==> src/rtl/slpr_pkg.sv <==
// package for the serial link parameter register bank: offsets, fields, resets, carriers
package slpr_pkg;

   // register indices; the byte address on the bus is four times the index
   localparam logic [7:0] IDX_SUBCLASS_WIDTH  = 8'h73;
   localparam logic [7:0] IDX_SAMPLES_FRAME   = 8'h74;
   localparam logic [7:0] IDX_DENSITY_CTRL    = 8'h75;
   localparam logic [7:0] IDX_SCRATCH_ONE     = 8'h76;
   localparam logic [7:0] IDX_SCRATCH_TWO     = 8'h77;
   localparam logic [7:0] IDX_LANE_CHECKSUM   = 8'h79;
   localparam logic [7:0] IDX_DRIVER_CTRL     = 8'h80;
   localparam logic [7:0] IDX_PHASE_OFFSET    = 8'h8B;
   localparam logic [7:0] IDX_PREEMPHASIS     = 8'hA8;

   // field positions
   localparam int SUBCLASS_LSB    = 5;
   localparam int SPF_RSVD_BIT    = 5;
   localparam int HD_BIT          = 7;
   localparam int DRV_PD_BIT      = 1;

   // subclass codes
   localparam logic [1:0] SUBCLASS_0 = 2'h0;
   localparam logic [1:0] SUBCLASS_1 = 2'h1;

   // preemphasis codes
   localparam logic [7:0] PREEMPH_OFF = 8'h04;
   localparam logic [7:0] PREEMPH_ON  = 8'h14;

   // values after reset
   localparam logic [1:0] RST_SUBCLASS   = 2'h0;
   localparam logic       RST_SPF_RSVD   = 1'h1;
   localparam logic [7:0] RST_SCRATCH    = 8'h00;
   localparam logic       RST_DRV_PD     = 1'h0;
   localparam logic [4:0] RST_PHASE_OFS  = 5'h00;
   localparam logic [7:0] RST_PREEMPH    = 8'h04;
   localparam logic [4:0] RST_LMFC_LAST  = 5'h1F;

   // constant read-only link fields
   localparam logic       HD_VALUE       = 1'h0;
   localparam logic [4:0] CF_VALUE       = 5'h00;

   // one apb request as the master presents it
   typedef struct packed {
      logic        sel;
      logic        enable;
      logic        write;
      logic [11:0] addr;
      logic [31:0] wdata;
   } slpr_apb_req_t;

   // one apb answer from this slave
   typedef struct packed {
      logic        ready;
      logic        slverr;
      logic [31:0] rdata;
   } slpr_apb_rsp_t;

   // link parameters held by the earlier link control bank, fed in for the checksum
   typedef struct packed {
      logic [7:0] device_id;
      logic [3:0] bank_id;
      logic [4:0] lane_id;
      logic       scramble;
      logic [4:0] lanes_m1;
      logic [7:0] octets_m1;
      logic [4:0] frames_m1;
      logic [7:0] converters_m1;
      logic [1:0] ctrl_bits;
      logic [3:0] resolution_m1;
   } slpr_link_params_t;

endpackage

==> src/rtl/slpr_regs.sv <==
// serial link parameter register bank with apb slave, lane checksum and multiframe counter
`timescale 1ns/1ns
// How it works
// - subclass field 00 runs link in subclass 0, 01 in subclass 1
// - read-only per-sample width field returns bits per sample minus one
// - read-only samples-per-frame field returns count minus one
// - high-density flag is read-only and always reads zero
// - control-words-per-frame field is read-only and reads zero
// - two eight-bit scratch registers hold written values, no link effect
// - lane checksum reads sum of all lane link parameters modulo 256
// - driver power-down bit zero enables drivers, one powers them down
// - sysref loads the multiframe phase counter with the programmed offset
// - preemphasis register 0x04 disables preemphasis, 0x14 enables it
module slpr_regs #(
   parameter int SAMPLE_BITS       = 16,  // total bits per sample on the link
   parameter int SAMPLES_PER_FRAME = 1    // samples per converter per frame
) (
   input  wire logic                       sys_clk_in,       // system clock, 10 MHz
   input  wire logic                       rst_in,           // synchronous reset, high
   input  wire logic                       psel_in,          // apb select
   input  wire logic                       penable_in,       // apb enable
   input  wire logic                       pwrite_in,        // apb direction, high is write
   input  wire logic [11:0]                paddr_in,         // apb byte address
   input  wire logic [31:0]                pwdata_in,        // apb write data
   output logic                            pready_out,       // apb ready
   output logic                            pslverr_out,      // apb error, unmapped address
   output logic [31:0]                     prdata_out,       // apb read data
   input  wire slpr_pkg::slpr_link_params_t link_params_in,  // earlier link bank fields
   input  wire logic                       sysref_in,        // system reference, level
   input  wire logic                       frame_tick_in,    // one frame clock enable pulse
   output logic [1:0]                      subclass_out,     // active link subclass
   output logic                            drivers_on_out,   // serial drivers enabled
   output logic                            preemph_on_out,   // output preemphasis enabled
   output logic [4:0]                      lmfc_phase_out,   // multiframe phase counter
   output logic                            lmfc_edge_out,    // multiframe boundary pulse
   output logic [7:0]                      checksum_out      // current lane checksum
);

   // refuse widths the read-only fields cannot carry
   // checked while the design is built, before any clock runs
   if (SAMPLE_BITS < 1 || SAMPLE_BITS > 16) begin : g_bad_sample_bits
      $error("SAMPLE_BITS must lie in 1..16");
   end
   if (SAMPLES_PER_FRAME < 1 || SAMPLES_PER_FRAME > 32) begin : g_bad_spf
      $error("SAMPLES_PER_FRAME must lie in 1..32");
   end

   // read-only link fields derived from the parameters
   localparam logic [3:0] NPRIME_M1 = 4'(SAMPLE_BITS - 1);
   localparam logic [4:0] SPF_M1    = 5'(SAMPLES_PER_FRAME - 1);

   // bus request carried as one struct
   slpr_pkg::slpr_apb_req_t req;
   slpr_pkg::slpr_apb_rsp_t rsp_reg;

   // stored fields
   logic [1:0] subclass_reg;
   logic       spf_rsvd_reg;
   logic [7:0] scratch_one_reg;
   logic [7:0] scratch_two_reg;
   logic       drv_pd_reg;
   logic [4:0] phase_ofs_reg;
   logic [7:0] preemph_reg;
   logic [7:0] checksum_reg;
   logic [7:0] checksum_next;
   logic [4:0] lmfc_reg;
   logic       lmfc_edge_reg;
   logic       sysref_reg;

   // decode results
   logic       setup_phase;
   logic       write_now;
   logic [9:0] word_idx;
   logic       idx_hit;
   logic [7:0] read_value;
   logic       sysref_rise;
   logic       lmfc_wrap;

   // byte address to register index; low two bits select no register
   function automatic logic [7:0] to_index(input logic [11:0] addr);
      return addr[9:2];
   endfunction

   // true when the index names a register of this bank
   function automatic logic is_mapped(input logic [7:0] idx);
      logic hit;
      hit = 1'b0;
      unique case (idx)
         slpr_pkg::IDX_SUBCLASS_WIDTH,
         slpr_pkg::IDX_SAMPLES_FRAME,
         slpr_pkg::IDX_DENSITY_CTRL,
         slpr_pkg::IDX_SCRATCH_ONE,
         slpr_pkg::IDX_SCRATCH_TWO,
         slpr_pkg::IDX_LANE_CHECKSUM,
         slpr_pkg::IDX_DRIVER_CTRL,
         slpr_pkg::IDX_PHASE_OFFSET,
         slpr_pkg::IDX_PREEMPHASIS: hit = 1'b1;
         default:                   hit = 1'b0;
      endcase
      return hit;
   endfunction

   // eight-bit modular add used across the checksum sum
   function automatic logic [7:0] add8(input logic [7:0] a, input logic [7:0] b);
      logic [8:0] s;
      s = {1'b0, a} + {1'b0, b};
      return s[7:0];
   endfunction

   // true in the access cycle whose closing edge lands a write on the given register;
   // read-only fields simply have no caller, so writes to them vanish without error
   function automatic logic wr_to(input logic [7:0] idx);
      return write_now && idx_hit && (word_idx[7:0] == idx);
   endfunction

   // gather the bus pins into the request carrier
   assign req.sel    = psel_in;
   assign req.enable = penable_in;
   assign req.write  = pwrite_in;
   assign req.addr   = paddr_in;
   assign req.wdata  = pwdata_in;

   // a register write lands at the edge ending the access phase
   assign setup_phase = req.sel & ~req.enable;
   assign write_now   = req.sel & req.enable & req.write & rsp_reg.ready;
   assign word_idx    = {2'h0, to_index(req.addr)};
   assign idx_hit     = (req.addr[11:10] == 2'h0) & (req.addr[1:0] == 2'h0)
                        & is_mapped(word_idx[7:0]);

   // read mux, open bits read zero; the samples-per-frame reserved bit reads back as stored
   always_comb begin
      read_value = 8'h00;
      unique case (word_idx[7:0])
         slpr_pkg::IDX_SUBCLASS_WIDTH: begin
            read_value[slpr_pkg::SUBCLASS_LSB +: 2] = subclass_reg;
            read_value[3:0]                         = NPRIME_M1;
         end
         slpr_pkg::IDX_SAMPLES_FRAME: begin
            read_value[slpr_pkg::SPF_RSVD_BIT] = spf_rsvd_reg;
            read_value[4:0]                    = SPF_M1;
         end
         slpr_pkg::IDX_DENSITY_CTRL: begin
            read_value[slpr_pkg::HD_BIT] = slpr_pkg::HD_VALUE;
            read_value[4:0]              = slpr_pkg::CF_VALUE;
         end
         slpr_pkg::IDX_SCRATCH_ONE:   read_value = scratch_one_reg;
         slpr_pkg::IDX_SCRATCH_TWO:   read_value = scratch_two_reg;
         slpr_pkg::IDX_LANE_CHECKSUM: read_value = checksum_reg;
         slpr_pkg::IDX_DRIVER_CTRL: begin
            read_value[slpr_pkg::DRV_PD_BIT] = drv_pd_reg;
         end
         slpr_pkg::IDX_PHASE_OFFSET: begin
            read_value[4:0] = phase_ofs_reg;
         end
         slpr_pkg::IDX_PREEMPHASIS: begin
            read_value = preemph_reg;
         end
         default:                     read_value = 8'h00;
      endcase
   end

   // answer prepared in setup so that ready, data and error stand in the access cycle
   // zero wait states: ready rises one cycle after setup, whatever the address
   // a refused transfer still completes, only the error flag tells the master
   always_ff @(posedge sys_clk_in) begin
      if (rst_in) begin
         rsp_reg <= '0;
      end else if (setup_phase) begin
         rsp_reg.ready  <= 1'b1;
         rsp_reg.slverr <= ~idx_hit;
         rsp_reg.rdata  <= (idx_hit & ~req.write) ? {24'h000000, read_value} : 32'h00000000;
      end else begin
         rsp_reg <= '0;
      end
   end

   // subclass field, the only writable part of its register
   always_ff @(posedge sys_clk_in) begin
      if (rst_in) begin
         subclass_reg <= slpr_pkg::RST_SUBCLASS;
      end else if (wr_to(slpr_pkg::IDX_SUBCLASS_WIDTH)) begin
         subclass_reg <= req.wdata[slpr_pkg::SUBCLASS_LSB +: 2];
      end
   end

   // reserved bit of samples-per-frame kept as written; software holds it at one
   always_ff @(posedge sys_clk_in) begin
      if (rst_in) begin
         spf_rsvd_reg <= slpr_pkg::RST_SPF_RSVD;
      end else if (wr_to(slpr_pkg::IDX_SAMPLES_FRAME)) begin
         spf_rsvd_reg <= req.wdata[slpr_pkg::SPF_RSVD_BIT];
      end
   end

   // first scratch register for software use, wired to nothing else
   always_ff @(posedge sys_clk_in) begin
      if (rst_in) begin
         scratch_one_reg <= slpr_pkg::RST_SCRATCH;
      end else if (wr_to(slpr_pkg::IDX_SCRATCH_ONE)) begin
         scratch_one_reg <= req.wdata[7:0];
      end
   end

   // second scratch register, same behaviour
   always_ff @(posedge sys_clk_in) begin
      if (rst_in) begin
         scratch_two_reg <= slpr_pkg::RST_SCRATCH;
      end else if (wr_to(slpr_pkg::IDX_SCRATCH_TWO)) begin
         scratch_two_reg <= req.wdata[7:0];
      end
   end

   // driver power-down bit
   always_ff @(posedge sys_clk_in) begin
      if (rst_in) begin
         drv_pd_reg <= slpr_pkg::RST_DRV_PD;
      end else if (wr_to(slpr_pkg::IDX_DRIVER_CTRL)) begin
         drv_pd_reg <= req.wdata[slpr_pkg::DRV_PD_BIT];
      end
   end

   // multiframe phase offset
   always_ff @(posedge sys_clk_in) begin
      if (rst_in) begin
         phase_ofs_reg <= slpr_pkg::RST_PHASE_OFS;
      end else if (wr_to(slpr_pkg::IDX_PHASE_OFFSET)) begin
         phase_ofs_reg <= req.wdata[4:0];
      end
   end

   // preemphasis selection byte
   always_ff @(posedge sys_clk_in) begin
      if (rst_in) begin
         preemph_reg <= slpr_pkg::RST_PREEMPH;
      end else if (wr_to(slpr_pkg::IDX_PREEMPHASIS)) begin
         preemph_reg <= req.wdata[7:0];
      end
   end

   // sum of every lane link parameter, ours and the earlier bank's
   always_comb begin
      checksum_next = 8'h00;
      checksum_next = add8(checksum_next, link_params_in.device_id);
      checksum_next = add8(checksum_next, {4'h0, link_params_in.bank_id});
      checksum_next = add8(checksum_next, {3'h0, link_params_in.lane_id});
      checksum_next = add8(checksum_next, {7'h00, link_params_in.scramble});
      checksum_next = add8(checksum_next, {3'h0, link_params_in.lanes_m1});
      checksum_next = add8(checksum_next, link_params_in.octets_m1);
      checksum_next = add8(checksum_next, {3'h0, link_params_in.frames_m1});
      checksum_next = add8(checksum_next, link_params_in.converters_m1);
      checksum_next = add8(checksum_next, {6'h00, link_params_in.ctrl_bits});
      checksum_next = add8(checksum_next, {4'h0, link_params_in.resolution_m1});
      checksum_next = add8(checksum_next, {6'h00, subclass_reg});
      checksum_next = add8(checksum_next, {4'h0, NPRIME_M1});
      checksum_next = add8(checksum_next, {3'h0, SPF_M1});
      checksum_next = add8(checksum_next, {7'h00, slpr_pkg::HD_VALUE});
      checksum_next = add8(checksum_next, {3'h0, slpr_pkg::CF_VALUE});
   end

   // checksum refreshed every cycle so it follows any parameter change
   // a read sees a change one clock after it, well inside any transfer
   always_ff @(posedge sys_clk_in) begin
      if (rst_in) begin
         checksum_reg <= 8'h00;
      end else begin
         checksum_reg <= checksum_next;
      end
   end

   // sysref edge detect, the input is already synchronous
   always_ff @(posedge sys_clk_in) begin
      if (rst_in) begin
         sysref_reg <= 1'b0;
      end else begin
         sysref_reg <= sysref_in;
      end
   end

   // sysref rising edge and the last frame of the multiframe
   assign sysref_rise = sysref_in & ~sysref_reg;
   assign lmfc_wrap   = (lmfc_reg == link_params_in.frames_m1);

   // multiframe phase counter: sysref rising edge loads the offset, ahead of a frame tick
   always_ff @(posedge sys_clk_in) begin
      if (rst_in) begin
         lmfc_reg <= slpr_pkg::RST_PHASE_OFS;
      end else if (sysref_rise) begin
         lmfc_reg <= phase_ofs_reg;
      end else if (frame_tick_in) begin
         lmfc_reg <= lmfc_wrap ? 5'h00 : lmfc_reg + 5'h01;
      end
   end

   // boundary pulse for one cycle when a tick wraps the counter; a reload never flags one
   always_ff @(posedge sys_clk_in) begin
      if (rst_in) begin
         lmfc_edge_reg <= 1'b0;
      end else begin
         lmfc_edge_reg <= frame_tick_in & lmfc_wrap & ~sysref_rise;
      end
   end

   // active subclass to the link, one cycle behind its field
   always_ff @(posedge sys_clk_in) begin
      if (rst_in) begin
         subclass_out <= slpr_pkg::RST_SUBCLASS;
      end else begin
         subclass_out <= subclass_reg;
      end
   end

   // serial drivers run unless powered down; held off while in reset
   always_ff @(posedge sys_clk_in) begin
      if (rst_in) begin
         drivers_on_out <= 1'b0;
      end else begin
         drivers_on_out <= ~drv_pd_reg;
      end
   end

   // preemphasis only for its enable code, every other code leaves it off
   always_ff @(posedge sys_clk_in) begin
      if (rst_in) begin
         preemph_on_out <= 1'b0;
      end else begin
         preemph_on_out <= (preemph_reg == slpr_pkg::PREEMPH_ON);
      end
   end

   // bus answer and status straight from flip-flops
   assign pready_out     = rsp_reg.ready;
   assign pslverr_out    = rsp_reg.slverr;
   assign prdata_out     = rsp_reg.rdata;
   assign lmfc_phase_out = lmfc_reg;
   assign lmfc_edge_out  = lmfc_edge_reg;
   assign checksum_out   = checksum_reg;

endmodule // slpr_regs

==> config.mk <==
export PLATFORM = sky130hd
export DESIGN_NAME = slpr_regs
export DESIGN_NICKNAME = d
export VERILOG_FILES = /design/src/rtl/slpr_pkg.sv /design/src/rtl/slpr_regs.sv
export SDC_FILE = /design/constraint.sdc
export NUM_CORES = 1
export LEC_CHECK = 0
export BUFFER_PORTS_ARGS = -buffer_cell sky130_fd_sc_hd__buf_2
export CORE_MARGIN = 2
export CORE_UTILIZATION = 35
export CTS_BUF_LIST = sky130_fd_sc_hd__clkbuf_4 sky130_fd_sc_hd__clkbuf_8
export DETAILED_ROUTE_END_ITERATION = 6
export GPL_ROUTABILITY_DRIVEN = 1
export RECOVER_POWER = 50
export SYNTH_ARGS = -nofsm -noshare
export SYNTH_HDL_FRONTEND = slang
export SYNTH_SLANG_ARGS = --single-unit
==> constraint.sdc <==
create_clock -name sys_clk_in -period 5.3 [get_ports sys_clk_in]
set_input_delay 1.06 -clock sys_clk_in [delete_from_list [all_inputs] [get_ports sys_clk_in]]
set_output_delay 1.06 -clock sys_clk_in [all_outputs]
set_load 0.01 [all_outputs]
==> results of run 1 <==
path summary, 6_finish.rpt:
path                           start              end  slack, ps  depth (start not counted)
hold reg to reg           drv_pd_reg   drivers_on_out        440                          1
setup reg to reg     subclass_reg[1]  checksum_out[7]       1310                         12
hold / removal            drv_pd_reg   drivers_on_out        440                          1
setup / recovery  link_params_in[16]  checksum_out[6]        730                         13
per-layer routing:
layer  part of all wire, %  track usage, %
met3                   6.8            3.59
met5                     0               0
met2                    47            25.0
met4                  0.42            2.68
met1                    45            19.8
worst register-to-register path, cell delays in order, from the launching register on:
cell      delay [ps]
dfxtp_1          410
fa_1             460
fa_1             490
fa_1             490
inv_1             50
fa_1             580
inv_1             60
ha_1             280
a21oi_1          200
o211ai_1         170
o41ai_1          360
xnor2_1          160
nor2_1            50
synthesized netlist by cell type (2+ instances only):
| cell type | count | share of area, % |
|---|---|---|
| a221oi_1 | 8 | 1.7 |
| nand2_1 | 20 | 1.8 |
| dfxtp_1 | 62 | 30 |
| a21oi_1 | 8 | 0.96 |
| buf_2 | 4 | 0.48 |
| nor2b_1 | 7 | 1.1 |
| o21ai_0 | 32 | 3.9 |
| mux2i_1 | 3 | 0.72 |
| o21ai_1 | 2 | 0.24 |
| xor2_1 | 9 | 1.9 |
| ha_1 | 17 | 5.1 |
| nand4_1 | 2 | 0.30 |
| buf_4 | 24 | 4.3 |
| nor2_1 | 28 | 2.5 |
| nor4b_1 | 2 | 0.42 |
| or4_1 | 3 | 0.54 |
| a222oi_1 | 2 | 0.48 |
| nor3_1 | 8 | 0.96 |
| fa_1 | 34 | 16 |
| a32oi_1 | 3 | 0.63 |
| nor3b_1 | 6 | 1.1 |
| nor4_1 | 2 | 0.30 |
| a31oi_2 | 5 | 1.5 |
| xnor2_1 | 8 | 1.7 |
| nand2b_1 | 13 | 2.0 |
| nand3b_1 | 29 | 5.2 |
| clkbuf_1 | 9 | 0.81 |
| a22oi_1 | 6 | 1.1 |
| inv_1 | 69 | 6.2 |
| nand3_1 | 8 | 0.96 |
per-stage QoR:
stage               instance area (um^2)  hold WS [ps]  utilization [%]  total power, mW
floorplan                           4240           413                -             1.14
global placement                    4700           431             40.8             1.31
detailed placement                  4700           428             40.8             1.33
CTS                                 4870           442             42.3             1.70
global route                        4830           480             42.0             1.84
finish                              4830           442             42.0             1.67
area by class of cell:
class | count | area (um^2)
Timing Repair Buffer | 105 | 489
Sequential cell | 62 | 1240
Inverter | 69 | 259
Tap cell | 143 | 179
Clock buffer | 9 | 124
Multi-Input combinational cell | 306 | 2490
Fill cell | 1192 | 6680
Clock inverter | 7 | 50.0
power by group through the flow:
| stage | Sequential, mW | Clock, mW | Combinational (mW) |
|---|---|---|---|
| after CTS | 0.526 | 0.373 | 0.802 |
| after floorplan | 0.537 | 0 | 0.607 |
| after global placement | 0.538 | 0 | 0.769 |
| after detailed placement | 0.537 | 0 | 0.795 |
| final | 0.527 | 0.362 | 0.779 |
| after global routing | 0.529 | 0.392 | 0.921 |
cell families after synthesis:
group,count (synthesis),share of synthesized area [%]
other,1,0.0903
and+or+nand+nor,139,20.1
AOI/OAI and AO/OA,72,11.8
adders and majority gates,51,21.5
buffers and inverters,108,12.2
DFF,62,29.9
xor gates and xnor gates,17,3.59
muxes,3,0.723
placed cells by master, fill, tap and decap left out, types with 5 or more instances in the layout:
cell type	count
buf_2	76
nor3_1	8
fa_1	34
xnor2_1	8
o21ai_0	32
nand2b_1	13
nand3_1	8
ha_1	17
clkbuf_8	9
a22oi_1	6
nand3b_1	29
nor2_1	28
conb_1	24
dfxtp_1	62
xor2_1	9
clkbuf_1	29
a21oi_1	8
a31oi_2	5
a221oi_1	8
inv_1	69
nor2b_1	7
nor3b_1	6
nand2_1	20
==> results.yml, run 1 <==
place:
  placedCellCount: 685
  dpl.hpwl_um: 7470
  io_buffers: 104
  place_ws_ps: 385
  place_congestion: 0.802
grt:
  grt_pass1_wl_um: 15200
  grt-ovfl-total: 0
  track_usage_pct: 14.9
  grt_max_degree: 65
  antenna_found_initial: 0
  grt_pass1_vias: 3220
critical_path:
  crit_path_end_kind: "register"
  cpMostUsedCell: "fa_1"
  cp_slowest_stage_delay_ps: 550
  crit_arrival_ps: 4850
  critPathSlowestCell: "fa_1"
  crit_family: "adder cells"
  critPathMaxFanout: 4
  crit_buf_inv: 3
  crit_type: "in -> reg"
  crit_chain: "buf_2 > fa_1 > fa_1 > fa_1 > inv_1 > fa_1 > inv_1 > ha_1 > nor2b_1 > o21ai_0 > a21boi_0 > or4_1 > nand3_1"
  start_kind: "input pin"
  required_ps: 5590
drt:
  wire_per_inst_um: 13.3
  drtAntennaViolNets: 0
  drt_iter0_markers: 218
  drc_errors: 9
  vias_per_cell: 4.74
  dr_total_vias: 3322
  wl_um: 9350
  firstDrtPassIters: 7
pwr:
  cellLeakagePower_nw: 2.11
  seqPwrFrac_pct: 31.6
  irDropWorstVdd_uv: 157
  swShare_pct: 39.4
  p_comb_share_pct: 46.7
  p_sw_mw: 0.657
  powerDensity_mw_per_mm2: 345
  p_int_mw: 1.01
  clock_power_share_pct: 21.7
die:
  die_y_um: 113
  core_mm2: 0.0115
  boundaryPins: 153
  die-area_mm2: 0.0128
  rows: 39
  dieWidth_um: 113
  initial_core_util_pct: 36.1
clock_tree:
  cts.clk_slew.worst_paths_ps: 80
  clockRootBuffer: "clkbuf_8"
  cts_tree: "built"
  cts_resized: 0
  clock_latency_ps: 340
  cts.path.max_buffers: 2
  cts_sinks: 62
  htree_levels: 3
  hold_buffers: 0
  numCtsBuffers: 9
  post_cts_buffers: 0
logic_synthesis:
  ys.flop_type: "dfxtp_1"
  post_synth.cell_area_avg_um2: 9.17
  ys_ff_latch: 62
  syn_area_mm2: 0.00415
  synth.distinct_cells: 50
  yosysSeqAreaShare_pct: 29.9
  synth_edf_count: 0
  synth-async-reset-ratio_pct: 0
  syn_inst: 453
  synth_warnings: 0
run_status:
  status: "finished with violations"
  violations: "DRC, capacitance limit, slew limit"
sta:
  clock_skew_ps: 8.08
  setup_violations: 0
  fin_crit_sh_pct: 86.1
  worst_slack_ps: 734
  rsz0062_at_grt: "no"
  max_slew_margin_pct: -53.5
  finalHoldViolCount: 0
  fmax_ghz: 0.219
  fin_crit_ps: 4570
  worstMarginPinSlew_ps: 2300
  fin_setup_tns_ps: 0
  maxSlewViolCount: 65
layout:
  antenna_cells: 0
  instances_no_fill: 701
  area_delta_synth_final_pct: 16.4
  nNetsFinal: 705
  layout-drive-gt1-share_pct: 19.2
flow_run:
  max_cap_violations: 1
worst_hold_path:
  hold_path.class: "reg -> reg"
No activity file was read; power rests on OpenSTA's default activity.
==> run 2: changes to the inputs <==
--- a/config.mk
+++ b/config.mk
@@ -5,6 +5,7 @@
 export SDC_FILE = /design/constraint.sdc
 export NUM_CORES = 1
 export LEC_CHECK = 0
+export ABC_AREA = 1
 export BUFFER_PORTS_ARGS = -buffer_cell sky130_fd_sc_hd__buf_2
 export CORE_MARGIN = 2
 export CORE_UTILIZATION = 35
==> results.yml, run 2 <==
layout:
  multi_input_area_mm2: 0.00252
  ff_latch_area_mm2: 0.00124
  filler_cell_count: 1301
  final_cell_mix: "inv_1, nand2_1, nor2_1"
  final_util_pct: 42.4
  layout-drive-gt1-share_pct: 15.4
  nNetsFinal: 850
  area_delta_synth_final_pct: 17.6
  antenna_cells: 0
  final_common_cell: "inv_1"
logic_synthesis:
  synthTopCellsByCount: "inv_1, nand2_1, nor2_1, dfxtp_1, fa_1"
  yosysSeqAreaShare_pct: 28.4
  synth_edf_count: 0
  synth.distinct_cells: 37
  synth_area_leaders: "dfxtp_1, fa_1, inv_1"
  synth_area_leader_cell: "dfxtp_1"
  ys_ff_latch: 62
  syn_inst: 592
  ys.flop_type: "dfxtp_1"
  synth_warnings: 0
  synth-async-reset-ratio_pct: 0
  synth_top_area_share_pct: 28.4
  syn_area_mm2: 0.00437
  post-synth-top-count-cell: "inv_1"
  post_synth.cell_area_avg_um2: 7.38
drt:
  wire_per_inst_um: 11.5
  dr_total_vias: 3781
  drtAntennaViolNets: 0
  wl_um: 9990
  vias_per_cell: 4.34
  dr_wl_met3_um: 548
  drt_iter0_markers: 198
  wl_met2_um: 5010
  firstDrtPassIters: 4
  routed.top_layer: "met4"
  wl_met1_um: 4330
  drc_errors: 0
clock_tree:
  numCtsBuffers: 9
  cts.clk_slew.worst_paths_ps: 70
  cts.path.max_buffers: 2
  hold_buffers: 0
  htree_levels: 3
  clock_latency_ps: 340
  cts_sinks: 62
  clockRootBuffer: "clkbuf_8"
  post_cts_buffers: 0
  cts_tree: "built"
  cts_resized: 0
grt:
  antenna_found_initial: 0
  grt_max_degree: 41
  grt_pass1_vias: 3569
  track_usage_pct: 15.6
  grt_pass1_wl_um: 16500
  grt-ovfl-total: 0
die:
  rows: 40
  dieWidth_um: 116
  initial_core_util_pct: 36.1
  die-area_mm2: 0.0134
  die_y_um: 116
  boundaryPins: 153
  core_mm2: 0.0121
critical_path:
  crit_arrival_ps: 4650
  critPathMaxFanout: 6
  crit_chain: "buf_2 > inv_1 > fa_1 > inv_1 > fa_1 > fa_1 > inv_1 > fa_1 > inv_1 > ha_1 > a21oi_1 > nand2_1 > nand2_1 > nand2_1 > a21oi_1 > o21ai_0 > a21oi_1"
  critPathSlowestCell: "fa_1"
  cp_slowest_stage_delay_ps: 540
  crit_path_end_kind: "register"
  start_kind: "input pin"
  required_ps: 5550
  crit_type: "in -> reg"
place:
  io_buffers: 104
  dpl.hpwl_um: 8140
  place_congestion: 0.864
sta:
  fin_crit_ps: 4400
  hold_ws_ps: 441
  setup_violations: 0
  rsz0062_at_grt: "no"
  max_slew_margin_pct: -14.6
  finalHoldViolCount: 0
  fin_crit_sh_pct: 83.1
  maxSlewViolCount: 41
  fin_setup_tns_ps: 0
  worstMarginPinSlew_ps: 1720
  fmax_ghz: 0.227
  clock_skew_ps: 13.3
pwr:
  clock_power_share_pct: 27.0
  seqPwrFrac_pct: 30.5
  p_comb_share_pct: 42.5
  p_int_mw: 1.07
  irDropWorstVdd_uv: 126
  p_sw_mw: 0.649
  powerDensity_mw_per_mm2: 335
  cellLeakagePower_nw: 2.69
  swShare_pct: 37.7
  p_total_mw: 1.72
worst_hold_path:
  hold_path.class: "reg -> reg"
run_status:
  violations: "capacitance limit, slew limit"
  status: "finished with violations"
flow_run:
  max_cap_violations: 1
## run 2: kinds of logic after synthesis
family                   count (synthesis)  synth area share, %
AO/OA/AOI/OAI                           49                 6.38
AND/OR/NAND/NOR                        262                 26.3
XOR/XNOR                                12                 2.41
buffers and inverters                  155                 16.0
flip-flops                              62                 28.4
other                                    1               0.0858
adder cells (fa/ha/maj)                 51                 20.4
## run 2: critical path: cells and delay by family
| family | cells | cell delay [ps] |
|---|---|---|
| adder cells (fa/ha/maj) | 5 | 2450 |
| AND/OR/NAND/NOR | 3 | 260 |
| AO/OA/AOI/OAI | 4 | 590 |
| buffers and inverters | 5 | 290 |
## run 2: per-stage QoR
| step | instances | cell area [um^2] | worst slack (ps) |
|---|---|---|---|
| 2_1_floorplan | 615 | 4460 | 955 |
| 3_5_place_dp | 855 | 4960 | 603 |
| 5_1_grt | 871 | 5140 | 549 |
| 4_1_cts | 871 | 5180 | 945 |
| 3_3_place_gp | 855 | 4960 | 639 |
| 6_report | 871 | 5140 | 898 |
## run 2: power groups by stage
stage	logic (mW)	clock network [mW]	registers, mW
after floorplan	0.555	0	0.536
after global placement	0.739	0	0.532
after detailed placement	0.748	0	0.535
after CTS	0.754	0.475	0.525
after global routing	0.871	0.500	0.528
final	0.731	0.465	0.524
## run 2: final timing paths
path,start,cells after the start,slack [ps],end
hold / removal,drv_pd_reg,1,440,drivers_on_out
hold reg to reg,drv_pd_reg,1,440,drivers_on_out
setup reg to reg,subclass_reg[0],17,1610,checksum_out[6]
setup / recovery,link_params_in[17],17,900,checksum_out[6]
## run 2: cell type report
class,instances,share of cell area (%)
multi-input cells,398,49.0
repair buffers,106,9.62
clock buffers,12,2.97
flip-flops and latches,62,24.1
inverters,121,8.84
clock inverters,4,1.36
well taps,168,4.09
## run 2: metal layers
metal,GRT usage [%],vias up
li1,-,1961
met1,20.3,1728
met2,26.7,85
met3,2.77,7
met4,4.68,0
met5,0,-
